<file path="src/hw/acr_params.svh">
// constants for the converter result and trigger register block
// assumes an 8-bit register space reached over classic wishbone
`ifndef ACR_PARAMS_SVH
`define ACR_PARAMS_SVH
`define ACR_OFF_RES_LO   8'h78
`define ACR_OFF_RES_HI   8'h79
`define ACR_OFF_CTRL_A   8'h7A
`define ACR_OFF_CTRL_B   8'h7B
`define ACR_OFF_CHSEL    8'h7C
`define ACR_OFF_DIS      8'h7E
`define ACR_OFF_CORE     8'h7F
`define ACR_BIT_EN       7
`define ACR_BIT_START    6
`define ACR_BIT_ATE      5
`define ACR_BIT_DONE     4
`define ACR_BIT_LAR      5
`define ACR_CTRL_B_MASK  8'h47
`define ACR_DIS_MASK     8'h3F
`define ACR_CHSEL_MASK   8'hEF
`define ACR_CTRL_A_MASK  8'hEF
`define ACR_TS_FREE      3'h0
`define ACR_ZERO8        8'h00
`define ACR_ZERO10       10'h000
`endif

</file>
<file path="src/hw/acr_pkg.sv">
// types shared by the converter result and trigger register block
// assumes acr_params.svh is available on the include path
package acr_pkg;
    typedef enum logic [1:0] {
        ACR_IDLE = 2'b00,
        ACR_BUSY = 2'b01
    } acr_state_e;
    typedef struct packed {
        logic       done;
        logic [9:0] value;
    } acr_core_s;
endpackage

</file>
<file path="src/hw/acr_regs.sv">
// register-side logic of a 10-bit converter: result bytes, trigger, pins
// assumes a classic wishbone master and a converter core outside
//
// Implementation choice: the Wishbone register port.
`include "acr_params.svh"

// Behaviour
// - right adjust puts bits 7:0 low
// - left adjust puts bits 9:2 high
// - load result at each conversion end unless low byte read locked it
// - low byte read locks until high read
// - control b reserved bits read zero
// - source select matters only when auto-triggering
// - rising source flag starts a conversion
// - select switch to set flag triggers
// - switching to free running never triggers
// - eight trigger source codes as listed
// - disable bits switch off pin buffers
// - disabled pin reads zero in port
// - disable register bits 7:6 read zero
// - inputs 6 and 7 have no disable
// - left adjust change shows at once
// - auto trigger enable is control a bit5
// - done flag sets, clears on vector/write-one
module acr_regs (
    // clock and reset
    input  wire logic       clk_i,
    input  wire logic       rst_i,
    // wishbone slave
    input  wire logic       cyc_i,
    input  wire logic       stb_i,
    input  wire logic       we_i,
    input  wire logic [7:0] adr_i,
    input  wire logic [7:0] dat_i,
    output logic      [7:0] dat_o,
    output logic            ack_o,
    // converter core
    input  wire logic       core_done_i,
    input  wire logic [9:0] core_result_i,
    output logic            core_start_o,
    output logic            core_enable_o,
    // trigger sources 1..7, bit 0 unused
    input  wire logic [7:0] trig_flags_i,
    // interrupt vector taken
    input  wire logic       vector_taken_i,
    // analog pins digital side
    input  wire logic [5:0] pin_raw_i,
    output logic      [5:0] pin_value_o,
    output logic      [5:0] pin_buf_off_o
);
    // ------------------------------------------------------------
    // state
    // ------------------------------------------------------------
    logic [7:0]        ctrl_a_reg, ctrl_a_next;
    logic [7:0]        ctrl_b_reg, ctrl_b_next;
    logic [7:0]        chsel_reg, chsel_next;
    logic [7:0]        dis_reg, dis_next;
    logic [9:0]        res_reg, res_next;
    logic              lock_reg, lock_next;
    logic              trig_prev_reg, trig_prev_next;
    logic [7:0]        dat_reg, dat_next;
    logic              ack_reg, ack_next;
    logic              start_reg, start_next;
    logic [5:0]        pin_reg, pin_next;
    acr_pkg::acr_state_e state_reg, state_next;
    acr_pkg::acr_core_s  core_in;

    logic       acc;
    logic       wr;
    logic       rd;
    logic       trig_now;
    logic       trig_rise;
    logic       done_evt;
    logic [7:0] res_lo;
    logic [7:0] res_hi;

    // ------------------------------------------------------------
    // result presentation
    // ------------------------------------------------------------
    always_comb
    begin
        core_in.done  = core_done_i;
        core_in.value = core_result_i;
        if (chsel_reg[`ACR_BIT_LAR])
        begin
            res_hi = res_reg[9:2];
            res_lo = {res_reg[1:0], 6'h00};
        end
        else
        begin
            res_hi = {6'h00, res_reg[9:8]};
            res_lo = res_reg[7:0];
        end
    end

    // ------------------------------------------------------------
    // trigger selection
    // ------------------------------------------------------------
    always_comb
    begin
        trig_now = trig_flags_i[ctrl_b_reg[2:0]];
        if (ctrl_b_reg[2:0] == `ACR_TS_FREE)
        begin
            trig_now = 1'b0;
        end
        trig_rise = trig_now && !trig_prev_reg;
    end

    // ------------------------------------------------------------
    // bus and register next state
    // ------------------------------------------------------------
    always_comb
    begin
        acc            = cyc_i && stb_i && !ack_reg;
        wr             = acc && we_i;
        rd             = acc && !we_i;
        done_evt       = core_in.done && (state_reg == acr_pkg::ACR_BUSY);
        ctrl_a_next    = ctrl_a_reg;
        ctrl_b_next    = ctrl_b_reg;
        chsel_next     = chsel_reg;
        dis_next       = dis_reg;
        res_next       = res_reg;
        lock_next      = lock_reg;
        trig_prev_next = trig_now;
        dat_next       = dat_reg;
        ack_next       = acc;
        start_next     = 1'b0;
        state_next     = state_reg;
        if (vector_taken_i)
        begin
            ctrl_a_next[`ACR_BIT_DONE] = 1'b0;
        end
        if (wr)
        begin
            case (adr_i)
                `ACR_OFF_CTRL_A:
                begin
                    ctrl_a_next = (dat_i & `ACR_CTRL_A_MASK)
                                | (ctrl_a_reg & ~`ACR_CTRL_A_MASK);
                    if (dat_i[`ACR_BIT_DONE])
                    begin
                        ctrl_a_next[`ACR_BIT_DONE] = 1'b0;
                    end
                end
                `ACR_OFF_CTRL_B: ctrl_b_next = dat_i & `ACR_CTRL_B_MASK;
                `ACR_OFF_CHSEL:  chsel_next  = dat_i & `ACR_CHSEL_MASK;
                `ACR_OFF_DIS:    dis_next    = dat_i & `ACR_DIS_MASK;
                default:         ctrl_a_next = ctrl_a_next;
            endcase
        end
        if (rd)
        begin
            case (adr_i)
                `ACR_OFF_RES_LO:
                begin
                    dat_next  = res_lo;
                    lock_next = 1'b1;
                end
                `ACR_OFF_RES_HI:
                begin
                    dat_next  = res_hi;
                    lock_next = 1'b0;
                end
                `ACR_OFF_CTRL_A: dat_next = ctrl_a_reg;
                `ACR_OFF_CTRL_B: dat_next = ctrl_b_reg;
                `ACR_OFF_CHSEL:  dat_next = chsel_reg;
                `ACR_OFF_DIS:    dat_next = dis_reg;
                default:         dat_next = `ACR_ZERO8;
            endcase
        end
        // conversion sequencing
        case (state_reg)
            acr_pkg::ACR_IDLE:
            begin
                if (ctrl_a_reg[`ACR_BIT_EN] &&
                    (ctrl_a_reg[`ACR_BIT_START] ||
                     (ctrl_a_reg[`ACR_BIT_ATE] && trig_rise)))
                begin
                    start_next = 1'b1;
                    ctrl_a_next[`ACR_BIT_START] = 1'b1;
                    state_next = acr_pkg::ACR_BUSY;
                end
            end
            acr_pkg::ACR_BUSY:
            begin
                if (!ctrl_a_reg[`ACR_BIT_EN])
                begin
                    ctrl_a_next[`ACR_BIT_START] = 1'b0;
                    state_next = acr_pkg::ACR_IDLE;
                end
                else if (done_evt)
                begin
                    if (!lock_next)
                    begin
                        res_next = core_in.value;
                        ctrl_a_next[`ACR_BIT_DONE] = 1'b1;
                    end
                    ctrl_a_next[`ACR_BIT_START] = 1'b0;
                    state_next = acr_pkg::ACR_IDLE;
                end
            end
            default: state_next = acr_pkg::ACR_IDLE;
        endcase
        pin_next = pin_raw_i & ~dis_reg[5:0];
    end

    // ------------------------------------------------------------
    // registers
    // ------------------------------------------------------------
    always_ff @(posedge clk_i)
    begin
        if (rst_i)
        begin
            ctrl_a_reg    <= `ACR_ZERO8;
            ctrl_b_reg    <= `ACR_ZERO8;
            chsel_reg     <= `ACR_ZERO8;
            dis_reg       <= `ACR_ZERO8;
            res_reg       <= `ACR_ZERO10;
            lock_reg      <= 1'b0;
            trig_prev_reg <= 1'b0;
            dat_reg       <= `ACR_ZERO8;
            ack_reg       <= 1'b0;
            start_reg     <= 1'b0;
            pin_reg       <= 6'h00;
            state_reg     <= acr_pkg::ACR_IDLE;
        end
        else
        begin
            ctrl_a_reg    <= ctrl_a_next;
            ctrl_b_reg    <= ctrl_b_next;
            chsel_reg     <= chsel_next;
            dis_reg       <= dis_next;
            res_reg       <= res_next;
            lock_reg      <= lock_next;
            trig_prev_reg <= trig_prev_next;
            dat_reg       <= dat_next;
            ack_reg       <= ack_next;
            start_reg     <= start_next;
            pin_reg       <= pin_next;
            state_reg     <= state_next;
        end
    end

    // ------------------------------------------------------------
    // outputs
    // ------------------------------------------------------------
    always_comb
    begin
        dat_o         = dat_reg;
        ack_o         = ack_reg;
        core_start_o  = start_reg;
        core_enable_o = ctrl_a_reg[`ACR_BIT_EN];
        pin_value_o   = pin_reg;
        pin_buf_off_o = dis_reg[5:0];
    end
endmodule // acr_regs

</file>
<file path="config.mk">
export PLATFORM = sky130hd
export DESIGN_NAME = acr_regs
export DESIGN_NICKNAME = d
export VERILOG_FILES = /design/src/hw/acr_pkg.sv /design/src/hw/acr_regs.sv
export VERILOG_INCLUDE_DIRS = /design/src /design/src/hw
export SDC_FILE = /design/constraint.sdc
export NUM_CORES = 1
export LEC_CHECK = 0
export BUFFER_PORTS_ARGS = -buffer_cell sky130_fd_sc_hd__buf_2
export CAP_MARGIN = 20
export CORE_MARGIN = 2
export CORE_UTILIZATION = 56
export DETAILED_ROUTE_END_ITERATION = 16
export PLACE_DENSITY = 0.95
export SLEW_MARGIN = 20
export SYNTH_ARGS = -nofsm -noshare
export SYNTH_HDL_FRONTEND = slang
export SYNTH_SLANG_ARGS = --single-unit
</file>
<file path="constraint.sdc">
create_clock -name clk_i -period 5.8 [get_ports clk_i]
set_clock_uncertainty 0.2 [all_clocks]
set_input_delay 0.29 -clock clk_i [delete_from_list [all_inputs] [get_ports clk_i]]
set_output_delay 0.29 -clock clk_i [all_outputs]
set_load 0.05 [all_outputs]
</file>
==> results summary <==
The flow ran to the end, and the final reports show no timing, DRC or antenna violations. The final hold violation count came out at 0. The initial core utilization came out at between 50% and 60%.

The post-route minimum period came out at approximately 2400 ps. The via count of the first global-routing pass is 2,037. Measured in cells, the most critical reg-to-reg path has a length of 5. Adding up every negative setup slack in the final design gives 0 ps. The die width came out at between 70 and 80 um. During I/O placement, the number of pins put on the boundary was 70.

The number of nets still failing antenna checks after routing came out at 0. The clock buffer count from CTS came out at 5. After detailed routing, the average wire length per cell comes to 15.5 um. The maximum level of the CTS H-tree is 2.

The post-synthesis net count came out at between 300 and 400. Max-cap violations in this run came to 0. The most common cell in the synthesized netlist is dfxtp_1. The switching power as a share of total power is between 20% and 30%. In the routed design, unresolved DRC markers number 0. The clock network fraction of total power came out at between 30% and 40%.

The post-layout net count is approximately 370. The clock tree from TritonCTS is yes. The register bit count reported by yosys is 54. The total number of vias came out at about 2,200. The filler-free cell count of the finished design is about 380. In this run the deepest clock path goes through 2 buffers. The most common flop cell mapped by yosys is dfxtp_1. The routed length on met3 came out at 481 um. The die boundary height is 71.1 um.

The fraction of final layout cells sized beyond drive strength 1 is between 20% and 30%. Routability-driven placement finished with a final weighted congestion of around 0.88. The endpoint identified for the worst register-to-register timing path is res_reg[1]. The buffering stage count on the worst path with inverters included is 0. Port buffering added approximately 70 buffers. The total instance count after detailed placement came out at between 300 and 400. Summed over all nets, wire length on met2 after detailed routing comes to roughly 2.9 mm.

The total leakage power came out at about 0.0012 uW. The critical path goes through and4bb_2, nand4b_1, a211oi_4, mux2i_1, nor2_1. At the later pin of the worst-skew pair, clock insertion delay measures ~310 ps. The critical-path cell with the highest stage delay is a211oi_4.

The area growth from synthesis to layout is 16.6%. The commonest cells after synthesis are dfxtp_1 (54), nor2_1 (49), mux2i_1 (44). The core region area is between 0.004 and 0.005 mm^2.

Summed over all layers, the global routing overflow is 0. STA classifies the critical path startpoint as a flip-flop. For the pin with the worst max-slew slack, the measured transition is approximately 880 ps. The flip-flop count of the largest register, all copies and words added came out at 10. The sum of routed wire segments on met1 is 2.35 mm.

The antenna cell count came out at 0. The hold buffer count at cts is 0. After clock tree synthesis, the clock-pin slew on the worst setup and hold paths is roughly 90 ps.

Before antenna repair, the detailed router went through 4 iterations. The largest single stage delay on the critical path is between 700 and 800 ps. The area of the mapped netlist is 0.00252 mm^2. STA puts the critical path data arrival time at between 2000 and 2500 ps.

By area the synthesized netlist is led by dfxtp_1 (43%), mux2i_1 (17%), nor2_1 (7.3%). During synthesis, Yosys emitted a total of 0 warnings. STA classifies the critical path endpoint as a flip-flop. Clock tree synthesis found a total of 54 sinks. The final layout contains routed wiring with a total length of approximately 5.8 mm. For this run, the top clock speed supported by timing is a little over 400 MHz. The initial antenna violation count is 0. The launching element of the worst setup path is ack_o. The worst max-slew margin expressed relative to the limit came out at between 40% and 50%. Setup violations remaining at the end of the flow were counted as 0. The overall fraction of global-route tracks in use came out at 23.4%. The net load switching power came out at around 160 uW. The fraction of registers with async set or reset after synthesis is 0%. The worst reg-to-reg setup slack came out at 3380 ps. The power share of the sequential group came out at a little under three fifths.

The post-synthesis average cell area is 9.51 um^2. The portion of the post-synthesis area used by sequential elements is about 43%. The peak ir drop on the vdd network is 142 uV. The worst min-delay path category is primary input to flip-flop. The via density per instance is between 5 and 6. The clock tree root driver cell is clkbuf_8. Combinational logic burns approximately a tenth of the power.

Of all nets on the critical path, the largest fanout is 11. The number of distinct library cells after synthesis is 47. The final number of max-transition violations is 0. The uppermost metal layer occupied by signal nets is met4. Grouping stages by cell kind, the critical path spends the most delay in simple AND/OR/NAND/NOR gates. The first-pass GRT wire length is 9.31 mm.

The worst hold margin came out at 6.55 ps. Summed over all instances, the cell type with the most area after synthesis is dfxtp_1. Setup repair after global routing left no endpoint under its margin.

In this run the critical register-to-register path is launched from ack_o. The data required time of the worst path came out at 5760 ps. The fraction of the cycle the final worst path needs came out at approximately two fifths. Once detailed placement completed, the half-perimeter wirelength came to about 4.2 mm. The number of standard cells after synthesis came out at between 200 and 300. Counting flops with a built-in enable in the synthesized netlist gives 0.

The total die area is 0.00505 mm^2. The row count is 24. The ratio of total power to cell area is between 200 and 250 mW/mm^2. Counting buffers and inverters, the worst setup path is 5 cells deep. The proportion of netlist area held by the largest area contributor is a little over two fifths. Following the worst setup path forward leads to its endpoint at res_reg[1]. Buffers added to address setup during post-CTS repair amount to 0.

By startpoint and endpoint, the worst setup path is classified as flip-flop to flip-flop. The maximum number of pins on one net before global-route repair came out at a little over 50. Internal power comes to just under 500 uW. The iteration-0 DRC count of the detailed router is between 150 and 200. Once the clock tree was built, the resizer swapped 0 gates to a different size.
## worst register-to-register path, stage by stage (launching register included)
cell,delay [ps]
dfxtp_1,340
and4bb_2,450
nand4b_1,230
a211oi_4,720
mux2i_1,260
nor2_1,70
## power groups by stage
stage | sequential [uW] | combinational, uW | clock, uW
5_1_grt | 376 | 68.4 | 232
3_5_place_dp | 385 | 63.2 | 0
3_3_place_gp | 385 | 61.9 | 0
4_1_cts | 376 | 63.2 | 216
2_1_floorplan | 398 | 26.5 | 0
6_report | 376 | 63.7 | 214
## cell usage in the layout, fill, tap and decap left out, types with 2 or more instances in the layout
cell,count
and2_1,2
nand2_1,12
clkbuf_8,6
nor2_1,49
o21ai_0,9
a21oi_1,4
nand4b_1,2
nor3_1,2
a311oi_1,2
dfxtp_1,54
mux2i_1,44
a221oi_1,2
nand2b_1,3
nor3b_1,9
a22oi_1,7
o32ai_1,3
buf_2,68
nand3_1,2
mux2_2,8
inv_1,4
o22ai_1,3
a211oi_1,3
## stage by stage
step | utilization, % | instance area, um^2 | power, uW | setup slack (ps)
2_1_floorplan | - | 2520 | 425 | 3580
3_3_place_gp | 65.2 | 2840 | 446 | 3150
3_5_place_dp | 65.2 | 2840 | 448 | 3110
4_1_cts | 67.3 | 2930 | 655 | 3180
5_1_grt | 67.5 | 2940 | 677 | 3190
6_report | 67.5 | 2940 | 654 | 3380
## final cells by class
cell class | instances | area (um^2)
Clock buffer | 7 | 86.3
Clock inverter | 1 | 5.00
Fill cell | 342 | 1420
Inverter | 4 | 15.0
Multi-Input combinational cell | 189 | 1350
Sequential cell | 54 | 1080
Tap cell | 52 | 65.1
Timing Repair Buffer | 68 | 340
## worst min path at each step
stage                     cells past startpoint        startpoint  slack (ps)    endpoint
after floorplan                               2             stb_i         220       ack_o
after global placement                        2          dat_o[1]         240    dat_o[1]
after detailed placement                      2          dat_o[1]         250    dat_o[1]
after CTS                                     3  core_result_i[3]           9  res_reg[3]
after global routing                          3  core_result_i[2]          10  res_reg[2]
final                                         3  core_result_i[3]           7  res_reg[3]
## metal layers
layer	vias up	global-route usage [%]
met5	-	0
met4	0	8.81
met3	12	6.41
met2	90	39.3
met1	1019	28.8
li1	1061	-
## kinds of logic (layout without fill, tap and decap cells)
| logic type | count (synthesis) | count (layout) | share of synthesized area [%] |
|---|---|---|---|
| buffers and inverters | 22 | 80 | 4.17 |
| AOI/OAI and AO/OA | 40 | 40 | 10.9 |
| DFF | 54 | 54 | 42.9 |
| and+or+nand+nor | 97 | 97 | 21.0 |
| muxes | 52 | 52 | 21.1 |
Power figures use the tool's default switching activity.
